$ cat src/rtl/ptt_pkg.sv
// constants and types shared by the periodic tick timer
package ptt_pkg;

  // register bus geometry
  localparam int          ADDR_W       = 8;
  localparam int          DATA_W       = 32;
  localparam int          STRB_W       = 4;
  localparam int          BYTE_W       = 8;

  // register byte addresses
  localparam logic [7:0]  CTRL_OFS     = 8'h00;
  localparam logic [7:0]  PERIOD_OFS   = 8'h04;
  localparam logic [7:0]  CURRENT_OFS  = 8'h08;
  localparam logic [7:0]  STATUS_OFS   = 8'h0c;
  localparam logic [7:0]  MASK_OFS     = 8'h10;

  // control fields
  localparam int          CTRL_EN_BIT  = 0;
  localparam int          CTRL_IE_BIT  = 1;
  localparam int          CTRL_W       = 2;

  // status and mask fields
  localparam int          ST_TICK_BIT  = 0;
  localparam int          ST_ROLL_BIT  = 1;
  localparam int          ST_W         = 2;

  // counter and period widths, reset values
  localparam int          CNT_W        = 24;
  localparam int          PER_W        = 25;
  localparam logic [24:0] PERIOD_RESET = 25'h1000000;
  localparam logic [24:0] PERIOD_ONE   = 25'h0000001;
  localparam logic [23:0] CNT_ZERO     = 24'h000000;
  localparam logic [1:0]  CTRL_RESET   = 2'h0;
  localparam logic [1:0]  MASK_RESET   = 2'h3;

  // bus responses
  localparam logic [1:0]  RESP_OKAY    = 2'h0;
  localparam logic [1:0]  RESP_SLVERR  = 2'h2;

  typedef enum logic [1:0] {
    WR_IDLE = 2'b01,
    WR_RESP = 2'b10
  } ptt_wr_state_type;

  typedef enum logic [1:0] {
    RD_IDLE = 2'b01,
    RD_DATA = 2'b10
  } ptt_rd_state_type;

endpackage

$ cat src/rtl/ptt_core.sv
// 24-bit down counter with deferred reload and rollover pulse
module ptt_core (
  input  wire logic                      aclk,
  input  wire logic                      aresetn,
  input  wire logic                      enable,
  input  wire logic [ptt_pkg::PER_W-1:0] period,
  input  wire logic                      clear,
  output logic      [ptt_pkg::CNT_W-1:0] count,
  output logic                           rollover
);
  import ptt_pkg::*;

  logic [CNT_W-1:0] count_reg;
  logic             reload_reg;
  logic             rollover_reg;
  logic [CNT_W-1:0] period_m1;

  // wrap value is period minus one; 2^24 wraps to all ones
  assign period_m1 = CNT_W'(period - PERIOD_ONE);

  always_ff @(posedge aclk) begin
    if (!aresetn) begin
      count_reg  <= CNT_ZERO;
      reload_reg <= 1'b1;
    end else if (clear) begin
      count_reg  <= CNT_ZERO;  // see [RL4]
      reload_reg <= 1'b1;      // see [RL5]
    end else if (enable) begin
      // see [RL2] [RL6] [RL13]
      if (reload_reg || count_reg == CNT_ZERO) begin
        count_reg <= period_m1;
      end else begin
        count_reg <= count_reg - 1'b1;
      end
      reload_reg <= 1'b0;
    end
  end

  // forced reload is not a wrap, so it raises no tick
  always_ff @(posedge aclk) begin
    if (!aresetn) begin
      rollover_reg <= 1'b0;
    end else begin
      // see [RL1] [RL8]
      rollover_reg <= enable && !clear && !reload_reg &&
                      count_reg == CNT_ZERO;
    end
  end

  assign count    = count_reg;
  assign rollover = rollover_reg;
endmodule

$ cat src/rtl/ptt_irq.sv
// sticky event status, read clear and masked level interrupt
module ptt_irq (
  input  wire logic                     aclk,
  input  wire logic                     aresetn,
  input  wire logic [ptt_pkg::ST_W-1:0] set_events,
  input  wire logic [ptt_pkg::ST_W-1:0] clear_events,
  input  wire logic [ptt_pkg::ST_W-1:0] mask,
  output logic      [ptt_pkg::ST_W-1:0] status,
  output logic                          irq
);
  import ptt_pkg::*;

  logic [ST_W-1:0] status_reg;
  logic [ST_W-1:0] status_next;
  logic            irq_reg;

  genvar i;
  generate
    for (i = 0; i < ST_W; i++) begin : g_bit
      // a new event beats a clear in the same cycle
      assign status_next[i] = set_events[i] |
                              (status_reg[i] & ~clear_events[i]);
      always_ff @(posedge aclk) begin
        if (!aresetn) begin
          status_reg[i] <= 1'b0;
        end else begin
          status_reg[i] <= status_next[i];
        end
      end
    end
  endgenerate

  always_ff @(posedge aclk) begin
    if (!aresetn) begin
      irq_reg <= 1'b0;
    end else begin
      irq_reg <= |(status_next & mask);  // see [RL11]
    end
  end

  assign status = status_reg;
  assign irq    = irq_reg;
endmodule

$ cat src/rtl/ptt_top.sv
// periodic tick timer with AXI4-Lite registers
//
// Notes on behaviour
// [RL1] Disabling halts the counter; no tick interrupt until enabled again.
// [RL2] Enabling resumes from the held count, without reloading the period.
// [RL3] Each rollover while enabled with interrupt on raises a tick request.
// [RL4] Any write to the current value clears count; next clock reloads.
// [RL5] Written while disabled, the reload happens on first enabled clock.
// [RL6] A new period applies only at the next wrap or forced reload.
// [RL7] Software programs period from 1 to 16,777,216 clocks inclusive.
// [RL8] Clocks between tick interrupts equal the programmed period.
// [RL9] Current value reads between period minus one and zero.
// [RL10] Handler entry clears the pending tick without software action. Only TICK clears; an unmasked ROLL bit holds tick_irq until a STATUS read.
// [RL11] Interrupt enable clear blocks ticks; set passes them to the core.
// [RL12] The programmed period reads back as written.
// [RL13] Counts down each clock, reloads period minus one at zero, 24 bits.
//
// Decided for this implementation: the placing of the registers and register access over AXI4-Lite.
module ptt_top (
  input  wire logic                       aclk,
  input  wire logic                       aresetn,
  // write address channel
  input  wire logic [ptt_pkg::ADDR_W-1:0] s_axi_awaddr,
  input  wire logic [2:0]                 s_axi_awprot,
  input  wire logic                       s_axi_awvalid,
  output logic                            s_axi_awready,
  // write data channel
  input  wire logic [ptt_pkg::DATA_W-1:0] s_axi_wdata,
  input  wire logic [ptt_pkg::STRB_W-1:0] s_axi_wstrb,
  input  wire logic                       s_axi_wvalid,
  output logic                            s_axi_wready,
  // write response channel
  output logic      [1:0]                 s_axi_bresp,
  output logic                            s_axi_bvalid,
  input  wire logic                       s_axi_bready,
  // read address channel
  input  wire logic [ptt_pkg::ADDR_W-1:0] s_axi_araddr,
  input  wire logic [2:0]                 s_axi_arprot,
  input  wire logic                       s_axi_arvalid,
  output logic                            s_axi_arready,
  // read data channel
  output logic      [ptt_pkg::DATA_W-1:0] s_axi_rdata,
  output logic      [1:0]                 s_axi_rresp,
  output logic                            s_axi_rvalid,
  input  wire logic                       s_axi_rready,
  // vector interrupt controller side
  input  wire logic                       tick_handler_entry,
  output logic                            tick_irq
);
  import ptt_pkg::*;

  // write path state
  ptt_wr_state_type    wr_state_reg;
  logic                awready_reg;
  logic                wready_reg;
  logic                aw_held_reg;
  logic                w_held_reg;
  logic [ADDR_W-1:0]   waddr_reg;
  logic [DATA_W-1:0]   wdata_reg;
  logic [STRB_W-1:0]   wstrb_reg;
  logic                bvalid_reg;
  logic [1:0]          bresp_reg;

  // read path state
  ptt_rd_state_type    rd_state_reg;
  logic                arready_reg;
  logic                rvalid_reg;
  logic [DATA_W-1:0]   rdata_reg;
  logic [1:0]          rresp_reg;

  // software visible control
  logic [CTRL_W-1:0]   ctrl_reg;
  logic [PER_W-1:0]    period_reg;
  logic [ST_W-1:0]     mask_reg;

  // block state
  logic [CNT_W-1:0]    count;
  logic                rollover;
  logic [ST_W-1:0]     status;
  logic                irq;

  // decode and strobes
  logic                aw_take;
  logic                w_take;
  logic                wr_fire;
  logic [ADDR_W-1:0]   waddr_word;
  logic                wr_hit;
  logic                wr_ctrl;
  logic                wr_period;
  logic                wr_current;
  logic                wr_mask;
  logic                ar_take;
  logic [ADDR_W-1:0]   raddr_word;
  logic                rd_hit;
  logic [DATA_W-1:0]   rd_value;
  logic                rd_status;
  logic                timer_en;
  logic                tick_ie;
  logic [ST_W-1:0]     set_events;
  logic [ST_W-1:0]     clear_events;
  logic [ST_W-1:0]     mask_eff;

  // merge write data into a word under byte strobes
  function automatic logic [DATA_W-1:0] merge_bytes(
    input logic [DATA_W-1:0] old_word,
    input logic [DATA_W-1:0] new_word,
    input logic [STRB_W-1:0] strb
  );
    logic [DATA_W-1:0] res;
    res = old_word;
    for (int b = 0; b < STRB_W; b++) begin
      if (strb[b]) begin
        res[b*BYTE_W +: BYTE_W] = new_word[b*BYTE_W +: BYTE_W];
      end
    end
    return res;
  endfunction

  assign timer_en = ctrl_reg[CTRL_EN_BIT];
  assign tick_ie  = ctrl_reg[CTRL_IE_BIT];

  // ---- write channel ----
  assign aw_take = s_axi_awvalid && awready_reg;
  assign w_take  = s_axi_wvalid && wready_reg;
  assign wr_fire = (wr_state_reg == WR_IDLE) && aw_held_reg && w_held_reg;

  assign waddr_word = {waddr_reg[ADDR_W-1:2], 2'b00};
  assign wr_ctrl    = wr_fire && waddr_word == CTRL_OFS;
  assign wr_period  = wr_fire && waddr_word == PERIOD_OFS;
  assign wr_current = wr_fire && waddr_word == CURRENT_OFS;
  assign wr_mask    = wr_fire && waddr_word == MASK_OFS;
  assign wr_hit     = waddr_word == CTRL_OFS || waddr_word == PERIOD_OFS ||
                      waddr_word == CURRENT_OFS || waddr_word == STATUS_OFS ||
                      waddr_word == MASK_OFS;

  // address and data may arrive in either order
  always_ff @(posedge aclk) begin
    if (!aresetn) begin
      aw_held_reg <= 1'b0;
      waddr_reg   <= '0;
    end else if (aw_take) begin
      aw_held_reg <= 1'b1;
      waddr_reg   <= s_axi_awaddr;
    end else if (wr_fire) begin
      aw_held_reg <= 1'b0;
    end
  end

  always_ff @(posedge aclk) begin
    if (!aresetn) begin
      w_held_reg <= 1'b0;
      wdata_reg  <= '0;
      wstrb_reg  <= '0;
    end else if (w_take) begin
      w_held_reg <= 1'b1;
      wdata_reg  <= s_axi_wdata;
      wstrb_reg  <= s_axi_wstrb;
    end else if (wr_fire) begin
      w_held_reg <= 1'b0;
    end
  end

  always_ff @(posedge aclk) begin
    if (!aresetn) begin
      awready_reg <= 1'b0;
    end else if (aw_take) begin
      awready_reg <= 1'b0;
    end else begin
      awready_reg <= wr_state_reg == WR_IDLE && !aw_held_reg && !wr_fire;
    end
  end

  always_ff @(posedge aclk) begin
    if (!aresetn) begin
      wready_reg <= 1'b0;
    end else if (w_take) begin
      wready_reg <= 1'b0;
    end else begin
      wready_reg <= wr_state_reg == WR_IDLE && !w_held_reg && !wr_fire;
    end
  end

  always_ff @(posedge aclk) begin
    if (!aresetn) begin
      wr_state_reg <= WR_IDLE;
      bvalid_reg   <= 1'b0;
      bresp_reg    <= RESP_OKAY;
    end else begin
      case (wr_state_reg)
        WR_IDLE: begin
          if (wr_fire) begin
            bvalid_reg   <= 1'b1;
            bresp_reg    <= wr_hit ? RESP_OKAY : RESP_SLVERR;
            wr_state_reg <= WR_RESP;
          end
        end
        WR_RESP: begin
          if (s_axi_bready) begin
            bvalid_reg   <= 1'b0;
            wr_state_reg <= WR_IDLE;
          end
        end
        default: begin
          bvalid_reg   <= 1'b0;
          wr_state_reg <= WR_IDLE;
        end
      endcase
    end
  end

  // ---- software registers ----
  always_ff @(posedge aclk) begin
    if (!aresetn) begin
      ctrl_reg <= CTRL_RESET;
    end else if (wr_ctrl) begin
      // see [RL1] [RL11]
      ctrl_reg <= CTRL_W'(merge_bytes(DATA_W'(ctrl_reg), wdata_reg,
                                      wstrb_reg));
    end
  end

  always_ff @(posedge aclk) begin
    if (!aresetn) begin
      period_reg <= PERIOD_RESET;
    end else if (wr_period) begin
      // stored only; the counter picks it up at its next reload
      period_reg <= PER_W'(merge_bytes(DATA_W'(period_reg), wdata_reg,
                                       wstrb_reg));  // see [RL6] [RL7]
    end
  end

  always_ff @(posedge aclk) begin
    if (!aresetn) begin
      mask_reg <= MASK_RESET;
    end else if (wr_mask) begin
      mask_reg <= ST_W'(merge_bytes(DATA_W'(mask_reg), wdata_reg,
                                    wstrb_reg));
    end
  end

  // ---- read channel ----
  assign ar_take    = s_axi_arvalid && arready_reg;
  assign raddr_word = {s_axi_araddr[ADDR_W-1:2], 2'b00};
  assign rd_status  = ar_take && raddr_word == STATUS_OFS;

  always_comb begin
    rd_hit   = 1'b1;
    rd_value = '0;
    case (raddr_word)
      CTRL_OFS:    rd_value = DATA_W'(ctrl_reg);
      PERIOD_OFS:  rd_value = DATA_W'(period_reg);  // see [RL12]
      CURRENT_OFS: rd_value = DATA_W'(count);       // see [RL9]
      STATUS_OFS:  rd_value = DATA_W'(status);
      MASK_OFS:    rd_value = DATA_W'(mask_reg);
      default:     rd_hit   = 1'b0;
    endcase
  end

  always_ff @(posedge aclk) begin
    if (!aresetn) begin
      rd_state_reg <= RD_IDLE;
      arready_reg  <= 1'b0;
      rvalid_reg   <= 1'b0;
      rdata_reg    <= '0;
      rresp_reg    <= RESP_OKAY;
    end else begin
      case (rd_state_reg)
        RD_IDLE: begin
          if (ar_take) begin
            arready_reg  <= 1'b0;
            rvalid_reg   <= 1'b1;
            rdata_reg    <= rd_value;
            rresp_reg    <= rd_hit ? RESP_OKAY : RESP_SLVERR;
            rd_state_reg <= RD_DATA;
          end else begin
            arready_reg <= 1'b1;
          end
        end
        RD_DATA: begin
          if (s_axi_rready) begin
            rvalid_reg   <= 1'b0;
            rd_state_reg <= RD_IDLE;
          end
        end
        default: begin
          arready_reg  <= 1'b0;
          rvalid_reg   <= 1'b0;
          rd_state_reg <= RD_IDLE;
        end
      endcase
    end
  end

  // ---- counter ----
  ptt_core u_core (
    .aclk     (aclk),
    .aresetn  (aresetn),
    .enable   (timer_en),    // see [RL1] [RL2] [RL5]
    .period   (period_reg),
    .clear    (wr_current),  // see [RL4]
    .count    (count),
    .rollover (rollover)
  );

  // ---- events and interrupt ----
  always_comb begin
    set_events              = '0;
    set_events[ST_TICK_BIT] = rollover && tick_ie;  // see [RL3] [RL11]
    set_events[ST_ROLL_BIT] = rollover;
  end

  always_comb begin
    clear_events = {ST_W{rd_status}};
    // handler entry drops the pending tick by itself
    if (tick_handler_entry) begin
      clear_events[ST_TICK_BIT] = 1'b1;  // see [RL10]
    end
  end

  // nothing reaches the core while stopped or with tick interrupts off
  assign mask_eff = mask_reg & {ST_W{timer_en && tick_ie}};  // see [RL11]

  ptt_irq u_irq (
    .aclk         (aclk),
    .aresetn      (aresetn),
    .set_events   (set_events),
    .clear_events (clear_events),
    .mask         (mask_eff),
    .status       (status),
    .irq          (irq)
  );

  // ---- outputs ----
  assign s_axi_awready = awready_reg;
  assign s_axi_wready  = wready_reg;
  assign s_axi_bvalid  = bvalid_reg;
  assign s_axi_bresp   = bresp_reg;
  assign s_axi_arready = arready_reg;
  assign s_axi_rvalid  = rvalid_reg;
  assign s_axi_rdata   = rdata_reg;
  assign s_axi_rresp   = rresp_reg;
  assign tick_irq      = irq;  // see [RL3] [RL8]

endmodule

$ cat config.mk
export PLATFORM = sky130hd
export DESIGN_NAME = ptt_top
export DESIGN_NICKNAME = d
export VERILOG_FILES = /design/src/rtl/ptt_pkg.sv /design/src/rtl/ptt_core.sv /design/src/rtl/ptt_irq.sv /design/src/rtl/ptt_top.sv
export SDC_FILE = /design/constraint.sdc
export NUM_CORES = 1
export LEC_CHECK = 0
export BUFFER_PORTS_ARGS = -buffer_cell sky130_fd_sc_hd__buf_2
export CAP_MARGIN = 25
export CORE_MARGIN = 2
export CORE_UTILIZATION = 56
export DETAILED_ROUTE_END_ITERATION = 16
export PLACE_DENSITY = 0.8
export SETUP_SLACK_MARGIN = 0.05
export SLEW_MARGIN = 0
export SYNTH_ARGS = -nofsm -noshare
export SYNTH_HDL_FRONTEND = slang
export SYNTH_SLANG_ARGS = --single-unit
export TNS_END_PERCENT = 20
$ cat constraint.sdc
create_clock -name aclk -period 4.5 [get_ports aclk]
set_input_delay 0.9 -clock aclk [delete_from_list [all_inputs] [get_ports aclk]]
set_output_delay 0.9 -clock aclk [all_outputs]
set_load 0.05 [all_outputs]
# [Word-level counts from Yosys, hierarchy flattened]
# Cells that the tools add are included.
[classes] addsub=2 n_eq_ne=16 n_mux=23 n_bitwise=9 n_reduce_logical=49
[op_table] cell="25-bit case mux with 5 select lines" count=1
[op_table] cell="24-bit by 1-bit subtractor with 24-bit output, second input constant" count=2
[op_table] cell="6-bit by 2-bit == test with 1-bit output, second input constant" count=4
[op_table] cell="24-bit zero test" count=1
[op_table] cell="24-bit two-way mux" count=1
[op_table] cell="2-bit AND reduction" count=10
[op_table] cell="1-bit logical AND" count=19
[op_table] cell="8-bit zero test" count=2
[op_table] cell="6-bit by 1-bit == test with 1-bit output, second input constant" count=2
[op_table] cell="6-bit by 3-bit == test with 1-bit output, second input constant" count=2
[op_table] cell="2-bit two-way mux" count=6
[op_table] cell="1-bit two-way mux" count=10
[op_table] cell="2-bit inequality test, second input constant" count=4
[op_table] cell="2-bit case mux with 2 select lines" count=2
[op_table] cell="2-bit OR reduction" count=4
[op_table] cell="1-bit case mux with 2 select lines" count=3
[op_table] cell="1-bit zero test" count=5
[op_table] cell="1-bit logical OR" count=5
[op_table] cell="5-bit OR reduction" count=1
[op_table] cell="2-bit AND" count=2
[op_table] cell="2-bit by 1-bit == test with 1-bit output, second input constant" count=2
[op_table] cell="2-bit == test, second input constant" count=2
[op_table] cell="2-bit nonzero test" count=2
[op_table] cell="1-bit NOT" count=3
[op_table] cell="2 further kinds" count=4
[totals] reg_bits=142 in_bits=66 out_inout_bits=42 word_cells=126

# [Depth between registers and ports, before layout]
[depth] word_depth=8 ltp_mapped=15 ltp_nobuf=11

# [By module]
# A second synthesis with hierarchy kept.
[hier_totals] cells_unflattened=724 hier_area_um2=6342.3
[modules_own_cells] module="ptt_top" n_inst=1 cells_per_inst=431 area_per_inst_um2=4146.5 seq_area_each_um2=2001.9
[modules_own_cells] module="ptt_core" n_inst=1 cells_per_inst=281 area_per_inst_um2=2084.5 seq_area_each_um2=520.5
[modules_own_cells] module="ptt_irq" n_inst=1 cells_per_inst=12 area_per_inst_um2=111.4 seq_area_each_um2=60.1

# [Worst setup path after synthesis]
# No wires, ideal clock.
[synth_path] path_type="reg2reg" from="register u_core.count_reg[13], in the netlist u_core.count[13]" to="register u_core.count_reg[22], in the netlist u_core.count[22]" setup_ns=0.133 arrival_ns=3.411 required_ns=4.367 slack_ns=0.956 path_stages_with_launch=16 n_path_buf=4 synth_period_minus_slack_ns=3.544 cell_sequence="dfxtp_1 > buf_6 > nor4_4 > and3_4 > a21o_4 > buf_4 > clkbuf_1 > mux2i_1 > ha_1 > nand3_1 > a311o_1 > buf_4 > nor3_2 > mux2_2 > nand2_1 > a31oi_1"
[synth_between] elab_chain_cells=3 elab_cells_between_ends=4 cone_classes="add/sub (1); mux (1); reduce/logical (2)"
[synth_lines] item="start: declaration" line_no="ptt_core.sv:13" text="logic [CNT_W-1:0] count_reg;"
[synth_lines] item="start signal: assignment" line_no="ptt_core.sv:31" text="count_reg <= period_m1;"
[synth_lines] item="start signal: assignment" line_no="ptt_core.sv:33" text="count_reg <= count_reg - 1'b1;"
[synth_lines] item="branches (longest 2 deep; another with 24-bit by 1-bit subtractor with 24-bit output)"
[synth_lines] item="24-bit two-way mux (*)" line_no="ptt_core.sv:30" text="if (reload_reg || count_reg == CNT_ZERO) begin"
# Mark *: on every way between the ends.
# A chain may end at the register's enable or synchronous reset.

# [Worst setup path in the final report]
[layout_path] from="register u_core.count_reg[20], in the netlist u_core.count[20]" to="register u_core.count_reg[22], in the netlist u_core.count[22]"
# Same word-level chain as after synthesis.

==> results.md <==
- Met2 usage: 45.6%
- Largest net degree at the start of global routing: 60
- Worst slew margin: 40.0%
- Hold Path Class: flip-flop to flip-flop
- Post-CTS Setup Bufs: 0
- Global-route wire length before repair: 26,600 um
- GRT overflow: 0
- Fillers: 863
- Fraction of layout cells with a size suffix above 1: 17.0%
- Final worst slack: 714 ps
- Hold WS: 457 ps
- Fmax: 264 MHz
- Antenna violation net count after detailed routing: 0
- Top-Level Pins: 108
- Gpl congestion: around 0.9
- CTS tree: done
- Asr flop ratio synth: 0%
- Critical Path Start Type: flip-flop
- Multiplexer area fraction after synthesis: 3.07%
- Crit-path cells: nor3_2 > and4_1 > a21o_4 > mux2i_1 > ha_1 > nand3_1 > a311o_1 > nor3_2 > mux2_2 > nand2_1 > a31oi_1
- DRT iter0 DRCs: 817
- Power per cell area: between 300 and 400 mW/mm^2
- Footprint of the multi-input gates: roughly 0.0031 sq mm
- Slowest CP cell: nor3_2
- Detailed Route WL: 16,300 um
- Bufs and invs on worst path: 0
- Area grow syn2layout: 17.0%
- Grt peak-use layer: met2
- GRT met3 Usage: 5.51%
- Hold Vio Cnt, Final: 0
- Syn_area_per_cell: 7.94 sq um
- Unrepaired setup endpoints after global routing: false
- Pre-CTS setup slack: 786 ps
- Required @ worst endpoint: 4870 ps
- Synth Area in Simple Gates: 25.9%
- Count of state elements after synthesis: about 130
- PortBufs: 81
- Core Area: just over 0.01 sq mm
- Worst Tran Pin Value: approximately 900 ps
- Final Cycle Share: about 84%
- Post-synthesis sequential area ratio: 43.1%
- Critical Path AT: 4160 ps
- Adder-cell share of the synthesized area: 0.209%
- Main synth FF type: dfxtp_1
- Reg area: ~0.0026 sq mm
- Distinct cells, synth: 60
- Initial antenna violation count: 0
- Routed len/inst: roughly 17 um
- Total CTS buffers: 17
- Tot GR Track Use: 29.1%
- DRT Pass-1 Iters: 6
- Crit-path leading delay family: simple AND/OR/NAND/NOR gates
- DR vias/cell: 6.19
- Mapped cell area: approximately 0.0060 sq mm
- Leakage power: 2.76 nW
- Core Rows: 37
- CP endpoint kind: flip-flop
- Met1 usage: between 30% and 40%
- Root Driver: clkbuf_8
- Syn. warnings: 0
- Hpwl dp: 10,900 um
- Post-Synthesis Cells: 755
- Die area: 0.0115 sq mm
- Final slew viol count: 0
- Max clock buf depth: 2
- Vias in the first global route: between 5,000 and 6,000
- Clock transition at the registers of the reported paths: approximately 60 ps
- Worst Path Class, Setup: flip-flop to flip-flop
- Antenna diodes: 0
- Final setup viols: 0
- Number of synthesized flops with an enable pin: 0
- Most frequent cell on the critical path: nor3_2
- DRC Markers: 0
- TritonCTS Sinks: 129
- # resized after CTS: 0
- Post-synthesis compound-gate area fraction: between 20% and 30%
- Via count: 5,926
- Chip Width: roughly 110 um
- Run status: finished clean
- Critical-path maximum fanout: 11
- Nets: 876
- Clock period minus worst slack: 3790 ps
- Die height: between 100 and 150 um
- Crit-path max cell delay: 590 ps
- Layout Skew: 6.37 ps
- Clock latency on the worst-skew pair: 530 ps
- Largest family of logic cells by synthesized area: simple AND/OR/NAND/NOR gates
- Setup TNS: 0 ps
- Max VDD drop: 282 uV
- Post-CTS Hold Buffers: 0
- Xor and xnor fraction of the mapped netlist area: 1.61%
- Starting density of the core: 57.8%
- Max Cap Viol: 0
- H-Tree Depth: 4
[final timing paths]
check	startpoint	end	slack [ps]	cells past startpoint
setup reg to reg	u_core.count[20]	u_core.count[22]	710	11
hold / removal	wdata_reg[2]	wdata_reg[2]	460	2
hold reg to reg	wdata_reg[2]	wdata_reg[2]	460	2
setup / recovery	u_core.count[20]	u_core.count[22]	710	11
[kinds of logic (layout without fill, tap and decap cells)]
kind of cell / count (synthesis) / after routing
other: 1 / 9
XOR/XNOR: 11 / 11
buffers and inverters: 72 / 131
AND/OR/NAND/NOR: 329 / 329
adder cells (fa/ha/maj): 1 / 1
flip-flops: 129 / 129
AO/OA/AOI/OAI: 194 / 194
multiplexers: 18 / 18
[through the flow]
stage / area, sq um / std cells / utilization (%) / total power [W]
floorplan: 6020 / 763 / - / 0.00130
global placement: 6380 / 925 / 61.5 / 0.00134
detailed placement: 6380 / 925 / 61.5 / 0.00134
CTS: 6990 / 957 / 67.4 / 0.00273
global route: 7020 / 958 / 67.7 / 0.00280
finish: 7020 / 958 / 67.7 / 0.00273
[layout make-up]
| class | count | share of cell area (%) |
|---|---|---|
| Inverter | 8 | 0.428 |
| Clock inverter | 11 | 2.18 |
| Tap cell | 136 | 2.43 |
| Multi-Input combinational cell | 562 | 44.5 |
| Timing Repair Buffer | 91 | 7.13 |
| Clock buffer | 21 | 6.55 |
| Sequential cell | 129 | 36.8 |
[synth_stat cells (4+ instances only)]
cell type	n	area, sq um
o21ai_0	26	130
xor2_1	8	70.1
inv_1	8	30.0
nor4_1	17	106
nand2b_1	5	31.3
buf_1	4	15.0
clkbuf_1	43	161
o21ai_1	8	40.0
nand4_1	6	37.5
a21oi_1	87	435
a22oi_1	5	37.5
nand2_1	123	462
buf_2	4	20.0
nor2b_1	5	31.3
mux2i_1	15	150
nor3_1	27	135
dfxtp_1	129	2580
buf_4	11	82.6
o21a_1	4	30.0
nand3_1	47	235
or3_1	5	31.3
a31oi_1	11	68.8
nor2_1	70	263
and2_1	4	25.0
a222oi_1	22	220
[per-layer routing]
layer | share of wire [%] | wire, um
met1 | 42 | 6860
met3 | 8.8 | 1430
met2 | 46 | 7540
met4 | 3.0 | 488
met5 | 0 | 0
[cells in the final DEF (no fill, tap or decap), types with 5 or more instances in the layout]
master | Yosys | final
nor4_1 | 17 | 17
xor2_1 | 8 | 8
or3_1 | 5 | 5
nand2b_1 | 5 | 5
a31oi_1 | 11 | 11
buf_2 | 4 | 81
conb_1 | 1 | 9
mux2i_1 | 15 | 15
inv_1 | 8 | 7
buf_4 | 11 | 9
o21ai_1 | 8 | 8
nor2b_1 | 5 | 5
a222oi_1 | 22 | 22
clkbuf_16 | 0 | 16
o21ai_0 | 26 | 26
nand3_1 | 47 | 47
nand4_1 | 6 | 6
a22oi_1 | 5 | 5
nor2_1 | 70 | 70
nand2_1 | 123 | 123
a21oi_1 | 87 | 87
dfxtp_1 | 129 | 129
nor3_1 | 27 | 25
[tightest hold or removal path, cell delays in order, from the launching register on]
cell and delay, ps:
dfxtp_1 310, nand2_1 50, a21oi_1 50
[power breakdown]
| part | total [W] | switching, W | internal, W | leakage, nW |
|---|---|---|---|---|
| combinational | 0.000140 | 0.0000987 | 0.0000410 | 1.42 |
| clock | 0.00140 | 0.000511 | 0.000893 | 0.303 |
| sequential | 0.00118 | 0.0000183 | 0.00116 | 1.04 |
| total | 0.00273 | 0.000628 | 0.00210 | 2.76 |
Note: power is estimated with default switching activity, not from simulation.
